**config.mk**
```make
export PLATFORM = sky130hd
export DESIGN_NAME = wwd_top
export DESIGN_NICKNAME = d
export VERILOG_FILES = /design/src/wwd_pkg.sv /design/src/wwd_sync.sv /design/src/wwd_idle_timer.sv /design/src/wwd_top.sv
export SDC_FILE = /design/constraint.sdc
export NUM_CORES = 1
export LEC_CHECK = 0
export BUFFER_PORTS_ARGS = -buffer_cell sky130_fd_sc_hd__buf_2
export CORE_AREA = 2 2 89 91
export CTS_BUF_LIST = sky130_fd_sc_hd__clkbuf_16
export DETAILED_ROUTE_END_ITERATION = 12
export DIE_AREA = 0 0 91 93
export GPL_TIMING_DRIVEN = 0
export PLACE_DENSITY = 0.75
export SYNTH_ARGS = -nofsm -noshare
export SYNTH_HDL_FRONTEND = slang
export SYNTH_SLANG_ARGS = --single-unit
```
**constraint.sdc**
```tcl
create_clock -name MCLK_I -period 2.74 [get_ports MCLK_I]
set_clock_uncertainty 0.1 [all_clocks]
set_input_delay 0.685 -clock MCLK_I [delete_from_list [all_inputs] [get_ports MCLK_I]]
set_output_delay 0.685 -clock MCLK_I [all_outputs]
set_load 0.1 [all_outputs]
```
**src/wwd_pkg.sv**
```systemverilog
package wwd_pkg;
   // -------------------------------------------------------------------
   // service register layout
   // -------------------------------------------------------------------
   localparam int          WIN_MSB       = 7;
   localparam int          WIN_LSB       = 6;
   localparam int          KEY_MSB       = 5;
   localparam int          KEY_LSB       = 1;
   localparam int          CLKMON_BIT    = 0;
   localparam logic [4:0]  SVC_KEY       = 5'h0c;
   localparam logic [1:0]  WIN_RST       = 2'h3;
   localparam logic        CLKMON_RST    = 1'b1;
   localparam int          OPT_WD_BIT    = 2;

   // -------------------------------------------------------------------
   // timing: window limits in idle timer clocks, hold and monitor in MCLK cycles
   // -------------------------------------------------------------------
   localparam int          WIN_W         = 17;
   localparam logic [16:0] LOWER_LIMIT   = 17'h00800;
   localparam logic [16:0] UPPER_8K      = 17'h02000;
   localparam int          HOLD_MIN      = 16;
   localparam int          HOLD_W        = 6;
   // clock monitor: reject when tick gap exceeds 5 kHz period at 200 MHz
   localparam int          CLK_HZ        = 200_000_000;
   localparam int          MON_MIN_HZ    = 5_000;
   localparam int          MON_LIMIT_CYC = CLK_HZ / MON_MIN_HZ;
   localparam int          MON_W         = 16;
   localparam int          TAP_W         = 3;
   localparam int          IDLE_W        = 16;

   typedef struct packed {
      logic [1:0] win;
      logic [4:0] key;
      logic       clkmon;
   } wwd_svc_t;

   typedef enum logic [1:0] {
      WWD_IDLE  = 2'b00,
      WWD_DRIVE = 2'b01,
      WWD_HOLD  = 2'b11
   } wwd_pin_st_t;
endpackage

```
**src/wwd_sync.sv**
```systemverilog
`timescale 1ns/10ps
`default_nettype none
module wwd_sync
(
   // clock and reset
   input  wire logic MCLK_I,
   input  wire logic RST_N_I,
   // pin level in, filtered level out
   input  wire logic async_i,
   output logic      level_o
);
   logic s1_ff;
   logic s2_ff;
   logic s3_ff;

   // change counts once stages two and three agree
   always_ff @(posedge MCLK_I)
   begin
      if (!RST_N_I)
      begin
         s1_ff   <= 1'b1;
         s2_ff   <= 1'b1;
         s3_ff   <= 1'b1;
         level_o <= 1'b1;
      end
      else
      begin
         s1_ff <= async_i;
         s2_ff <= s1_ff;
         s3_ff <= s2_ff;
         if (s2_ff == s3_ff)
            level_o <= s3_ff;
      end
   end
endmodule
`default_nettype wire

```
**src/wwd_idle_timer.sv**
```systemverilog
`timescale 1ns/10ps
`default_nettype none
module wwd_idle_timer
   import wwd_pkg::*;
(
   // clock and reset
   input  wire logic             MCLK_I,
   input  wire logic             RST_N_I,
   // count and tap
   input  wire logic             tick_i,
   input  wire logic [TAP_W-1:0] tap_sel_i,
   input  wire logic             pend_clr_i,
   output logic                  pend_o,
   output logic [IDLE_W-1:0]     count_o
);
   logic [IDLE_W-1:0] cnt_ff = '0;
   logic              pend_ff;
   logic [IDLE_W-1:0] nxt_cnt;
   wire  [3:0]        tap_idx = 4'(4'd11 + {1'b0, tap_sel_i});
   wire               toggled;

   assign nxt_cnt = cnt_ff + IDLE_W'(1);
   assign toggled = tick_i && (nxt_cnt[tap_idx] != cnt_ff[tap_idx]);
   assign pend_o  = pend_ff;
   assign count_o = cnt_ff;

   always_ff @(posedge MCLK_I)
      if (tick_i)
         cnt_ff <= nxt_cnt;

   always_ff @(posedge MCLK_I)
   begin
      if (!RST_N_I)
         pend_ff <= 1'b0;
      else if (toggled)
         pend_ff <= 1'b1;
      else if (pend_clr_i)
         pend_ff <= 1'b0;
   end
endmodule
`default_nettype wire

```
**src/wwd_top.sv**
```systemverilog
`timescale 1ns/10ps
`default_nettype none
module wwd_top
   import wwd_pkg::*;
(
   // clock and reset
   input  wire logic             MCLK_I,
   input  wire logic             RST_N_I,
   // option and timing inputs
   input  wire logic [7:0]       OPTION_I,
   input  wire logic             IDLE_TICK_I,
   input  wire logic             INSTR_CLK_I,
   // power and boot rom state
   input  wire logic             HALT_I,
   input  wire logic             IDLE_I,
   input  wire logic             BOOT_ENTER_I,
   input  wire logic             BOOT_EXIT_I,
   // service register access
   input  wire logic             SVC_WR_I,
   input  wire logic [7:0]       SVC_WDATA_I,
   output logic      [7:0]       SVC_RDATA_O,
   // idle timer
   input  wire logic [TAP_W-1:0] TAP_SEL_I,
   input  wire logic             PEND_CLR_I,
   output logic                  IDLE_PEND_O,
   // error pin, open drain
   input  wire logic             ERR_PIN_I,
   output logic                  ERR_PIN_O,
   output logic                  ERR_PIN_OE_O
);
   import wwd_pkg::*;

   wwd_svc_t          svc_ff;
   logic              first_ff;
   logic              lower_en_ff;
   logic [WIN_W-1:0]  win_cnt_ff;
   logic              halt_d_ff;
   logic              idle_d_ff;
   wwd_pin_st_t       st_ff;
   logic [HOLD_W-1:0] hold_ff;
   logic [MON_W-1:0]  mon_cnt_ff;
   logic              ic_d_ff;
   logic              pin_lvl;
   logic              ic_lvl;

   wire wd_en = ~OPTION_I[OPT_WD_BIT];
   wire wd_run = wd_en && !HALT_I && !IDLE_I;
   wwd_svc_t wr;
   assign wr = wwd_svc_t'(SVC_WDATA_I);

   function automatic logic [WIN_W-1:0] upper_of(input logic [1:0] w);
      upper_of = UPPER_8K << w;
   endfunction

   // -------------------------------------------------------------------
   // pin synchronisers and idle timer
   // -------------------------------------------------------------------
   wwd_sync u_pin_sync
   (
      .MCLK_I  (MCLK_I),
      .RST_N_I (RST_N_I),
      .async_i (ERR_PIN_I),
      .level_o (pin_lvl)
   );

   wwd_sync u_ic_sync
   (
      .MCLK_I  (MCLK_I),
      .RST_N_I (RST_N_I),
      .async_i (INSTR_CLK_I),
      .level_o (ic_lvl)
   );

   wwd_idle_timer u_idle
   (
      .MCLK_I     (MCLK_I),
      .RST_N_I    (RST_N_I),
      .tick_i     (IDLE_TICK_I),
      .tap_sel_i  (TAP_SEL_I),
      .pend_clr_i (PEND_CLR_I),
      .pend_o     (IDLE_PEND_O),
      .count_o    ()
   );

   // -------------------------------------------------------------------
   // clock monitor
   // -------------------------------------------------------------------
   wire ic_edge = ic_lvl != ic_d_ff;
   // gap past 5 kHz period rejects; 10 Hz always far beyond it
   wire mon_err = svc_ff.clkmon && (mon_cnt_ff >= MON_W'(MON_LIMIT_CYC));

   // monitor counts regardless of halt or idle
   always_ff @(posedge MCLK_I)
   begin
      if (!RST_N_I)
      begin
         // matches the synchroniser's reset level, so no false edge
         ic_d_ff    <= 1'b1;
         mon_cnt_ff <= '0;
      end
      else
      begin
         ic_d_ff <= ic_lvl;
         if (ic_edge)
            mon_cnt_ff <= '0;
         else if (mon_cnt_ff != MON_W'(MON_LIMIT_CYC))
            mon_cnt_ff <= mon_cnt_ff + MON_W'(1);
      end
   end

   // -------------------------------------------------------------------
   // service decode
   // -------------------------------------------------------------------
   wire driving = (st_ff != WWD_IDLE);
   wire svc_take = SVC_WR_I && wd_en && !driving;
   wire key_ok = (wr.key == SVC_KEY);
   wire all_ok = key_ok && (wr.win == svc_ff.win)
                 && (wr.clkmon == svc_ff.clkmon);
   wire wr_ok = first_ff ? key_ok : all_ok;
   // early service error when lower check active
   wire early = lower_en_ff && !first_ff && (win_cnt_ff < LOWER_LIMIT);
   wire svc_err = svc_take && (!wr_ok || early);
   wire svc_good = svc_take && wr_ok && !early;
   wire late = wd_run && !driving && (win_cnt_ff >= upper_of(svc_ff.win));
   wire halt_exit = halt_d_ff && !HALT_I;
   wire idle_exit = idle_d_ff && !IDLE_I;
   wire hw_svc = BOOT_ENTER_I || BOOT_EXIT_I || idle_exit;
   wire wd_trig = svc_err || late;
   wire pin_release = (st_ff == WWD_HOLD) && (hold_ff == '0) && !mon_err;

   // -------------------------------------------------------------------
   // service register and window counter
   // -------------------------------------------------------------------
   always_ff @(posedge MCLK_I)
   begin
      if (!RST_N_I)
      begin
         svc_ff      <= '{win: WIN_RST, key: SVC_KEY, clkmon: CLKMON_RST};
         first_ff    <= 1'b1;
         lower_en_ff <= 1'b0;
         win_cnt_ff  <= '0;
         halt_d_ff   <= 1'b0;
         idle_d_ff   <= 1'b0;
      end
      else
      begin
         halt_d_ff <= HALT_I;
         idle_d_ff <= IDLE_I;
         if (svc_take && first_ff && key_ok)
         begin
            svc_ff.win    <= wr.win;
            svc_ff.clkmon <= wr.clkmon;
         end
         if (svc_take)
            first_ff <= 1'b0;
         if (BOOT_ENTER_I)
            lower_en_ff <= 1'b0;
         // lower check armed by a good service write or by boot rom exit; boot rom entry in the same cycle wins
         else if (BOOT_EXIT_I || svc_good)
            lower_en_ff <= 1'b1;
         if (svc_good || hw_svc || halt_exit || pin_release || driving)
            win_cnt_ff <= '0;
         // count idle ticks only when running
         else if (wd_run && IDLE_TICK_I && !late)
            win_cnt_ff <= win_cnt_ff + WIN_W'(1);
      end
   end

   // -------------------------------------------------------------------
   // error pin sequencer
   // -------------------------------------------------------------------
   always_ff @(posedge MCLK_I)
   begin
      if (!RST_N_I)
      begin
         st_ff   <= WWD_IDLE;
         hold_ff <= '0;
      end
      else
      begin
         unique case (st_ff)
            WWD_IDLE:
               if ((wd_en && wd_trig) || mon_err)
                  st_ff <= WWD_DRIVE;
            WWD_DRIVE:
               if (!pin_lvl)
               begin
                  st_ff   <= WWD_HOLD;
                  hold_ff <= HOLD_W'(HOLD_MIN);
               end
            WWD_HOLD:
               if (hold_ff != '0)
                  hold_ff <= hold_ff - HOLD_W'(1);
               else if (!mon_err)
                  st_ff <= WWD_IDLE;
         endcase
      end
   end

   // open drain low only when driving
   assign ERR_PIN_O    = 1'b0;
   assign ERR_PIN_OE_O = driving && (wd_en || mon_err);
   assign SVC_RDATA_O  = {svc_ff.win, 5'h00, svc_ff.clkmon};
endmodule
`default_nettype wire

```
==> flow_summary.yaml <==
yosys:
  synth_common_cells: "dfxtp_1, nor2_1, nand2_1"
  synth_ff_type: "dfxtp_1"
  synth.avg_cell_area_um2: 9.06
  yosysSeqAreaShare_pct: 41.9
  yosysMostFrequentCell: "dfxtp_1"
  ys_warn_count: 0
  synthTopCellsByArea: "dfxtp_1, edfxtp_1, xor2_1"
  synth-seq-cells: 74
  yosys.area.top_type: "dfxtp_1"
  synth-edff-count: 16
  synth_cell_type_count: 55
  synth_top_area_share_pct: 29.7
  synth_area_mm2: 0.00392
  syn_inst: 432
  synthArstFlopShare_pct: 0
global_routing:
  first_global_vias: 3009
  met2_usage_pct: 32.7
  grt_busiest_layer: "met2"
  antenna_found_initial: 0
  met1_usage_pct: 24.2
  grt_overflow: 0
  grt_pass1_wl_um: 13400
  grt_max_degree: 19
  grtUsageMet3_pct: 3.55
  grtUsageTotal_pct: 19.6
floorplanning:
  num_io_pins: 41
  fp.dieW_um: 91
  initial_utilization_pct: 52.0
  core_area_mm2: 0.00753
  fp.dieArea_mm2: 0.00846
  num_rows: 32
  die_y_um: 93
timing:
  slew_viol_final: 0
  hold_violations: 0
  setup-violations-final: 0
  worst_pin_slew_ns: 0.567
  slew_headroom_pct: 61.7
  fin_crit_ns: 2.63
  clock.fmax_ghz: 0.380
  fin_setup_tns_ns: 0
  rsz0062_at_grt: "no"
  fin_crit_sh_pct: 96.0
pwr:
  p_int_w: 0.00194
  p_sw_share_pct: 26.8
  p_clk_share_pct: 44.4
  power_density_mw_per_mm2: 570
  vdd_ir_drop_max_uv: 299
  p_seq_share_pct: 44.9
  leakagePower_nw: 1.73
  net-switching-power_w: 0.000710
  p_comb_share_pct: 10.7
clocking:
  insertion_delay_ns: 0.34
  htreeDepth: 3
  cts_buffers: 9
  clock_sinks: 74
  clkSlewWorstSetupHoldPaths_ns: 0.06
  tritoncts: "done"
  cts-hold-fix-buffers: 0
  cts_root_buffer: "clkbuf_16"
  clockBufferDepth: 2
critical_path:
  startpoint_type: "register"
  crit_path_end_kind: "register"
  worst-setup-path-type: "reg -> reg"
  arrival_ns: 2.80
  slowest_stage: "dfxtp_4"
  path_cells: "or2_2, ha_4, o21a_1, o21a_1, o21a_1, o21ai_4, nand4_1, clkbuf_8, or3_1, a21oi_2"
  cp_slowest_stage_delay_ns: 0.36
  crit_required_ns: 2.90
  cp_max_fo: 7
  cp_common_cell: "o21a_1"
worst_hold_path:
  hp-class: "reg -> reg"
detailed_routing:
  drtAntennaViolNets: 0
  vias: 3173
  avgViaCountPerCell: 5.41
  drt_pass1_iterations: 4
  wl_per_cell_um: 13.6
  wl_um: 8010
  drc: 0
  drt-initial-drc-count: 111
job:
  drv_cap: 0
final_layout:
  finalNonFillerCells: 587
  drive_gt1_share_pct: 17.7
  area_growth_pct: 18.8
  n_antenna_cell: 0
  nNetsFinal: 522
placed_design:
  port_buffers: 26
  place_inst: 565
  gp_congestion: 0.839
  hpwl_um: 5680
run_status:
  status: "complete, no violations"
==> state kept, by name, indices dropped and copies added (netlist names), 2 cells and up <==
name            count
win_cnt_ff         17
mon_cnt_ff         16
u_idle.count_o     16
hold_ff             6
SVC_RDATA_O         3
st_ff               2
==> worst paths after layout <==
check,end,startpoint,slack [ns],cells after the start
setup reg to reg,win_cnt_ff[14],SVC_RDATA_O[6],0.11,10
setup / recovery,win_cnt_ff[14],SVC_RDATA_O[6],0.11,10
hold / removal,u_pin_sync.s2_ff,u_pin_sync.s1_ff,0.31,1
hold reg to reg,u_pin_sync.s2_ff,u_pin_sync.s1_ff,0.31,1
==> cell usage in the layout, fill, tap and decap left out, drive strengths merged, types with 2 or more instances in the layout <==
cell,synthesis,layout
mux2i,6,6
buf,8,39
xnor2,17,17
edfxtp,16,16
clkinvlp,0,2
nand4,11,11
or3,14,14
o21ai,21,21
nor3,8,8
conb,1,6
a32oi,2,2
nand2,35,35
a21oi,21,21
a31oi,4,4
inv,21,24
mux4,4,4
and3,7,7
nand3b,3,3
o2111ai,2,2
o21a,6,6
clkbuf,8,19
xor2,26,26
a211o,2,2
and2,2,2
nand3,25,25
dfxtp,58,58
nand2b,10,10
ha,12,12
nor2,50,50
nor4,9,9
nor2b,6,6
nor4b,3,3
==> worst max-delay path, delay by kind of cell (launching register included) <==
kind            cells  cell delay, ns
buf+inv             1            0.20
fa+ha+maj           1            0.21
flops               1            0.36
compound gates      5            0.87
simple gates        3            0.82
==> final cells by class <==
class,count,area (um2)
buffer,16,106
clock buffer,10,250
clock inverter,6,53.8
fill,644,2880
inverter,21,82.6
multi-input combinational,326,2200
sequential,74,1650
tap,102,128
timing repair buffer,32,178
==> power by group through the flow <==
stage	Sequential, W	Combinational [W]	Clock, W
after floorplan	0.00122	0.000191	0
after global placement	0.00121	0.000267	0
after detailed placement	0.00121	0.000272	0
after CTS	0.00119	0.000274	0.00120
after global routing	0.00119	0.000308	0.00124
final	0.00119	0.000284	0.00118
==> metal layers <==
metal / vias up / wire (um)
li1: 1617 / -
met1: 1484 / 3730
met2: 60 / 3800
met3: 12 / 332
met4: 0 / 149
met5: - / 0
==> per-stage QoR <==
| stage | hold slack (ns) | total power [W] | setup slack, ns | utilization, % | cell area (um2) |
|---|---|---|---|---|---|
| finish | 0.306 | 0.00265 | 0.109 | 61.8 | 4650 |
| global route | 0.342 | 0.00274 | 0.00212 | 61.8 | 4650 |
| global placement | 0.289 | 0.00148 | -0.348 | 56.1 | 4220 |
| detailed placement | 0.291 | 0.00148 | -0.351 | 56.1 | 4220 |
| floorplan | 0.286 | 0.00141 | 0.00548 | - | 3970 |
| CTS | 0.307 | 0.00266 | 0.00490 | 60.7 | 4570 |
==> cell families after synthesis <==
kind of cell               share of synthesized area, %
and+or+nand+nor                                    26.1
DFF                                                41.9
AOI/OAI and AO/OA                                  10.4
xor gates and xnor gates                           9.62
buffers and inverters                              4.19
adders and majority gates                          3.83
muxes                                              3.84
other                                            0.0958
==> repair_timing <==
item	CTS	global route
setup endpoints to repair	5	8
hold endpoints to repair	0	0
gates resized for setup	3	13
pin swaps	2	4
cloned	1	0
buffers inserted	3	2
(Power assumes the default switching activity.)
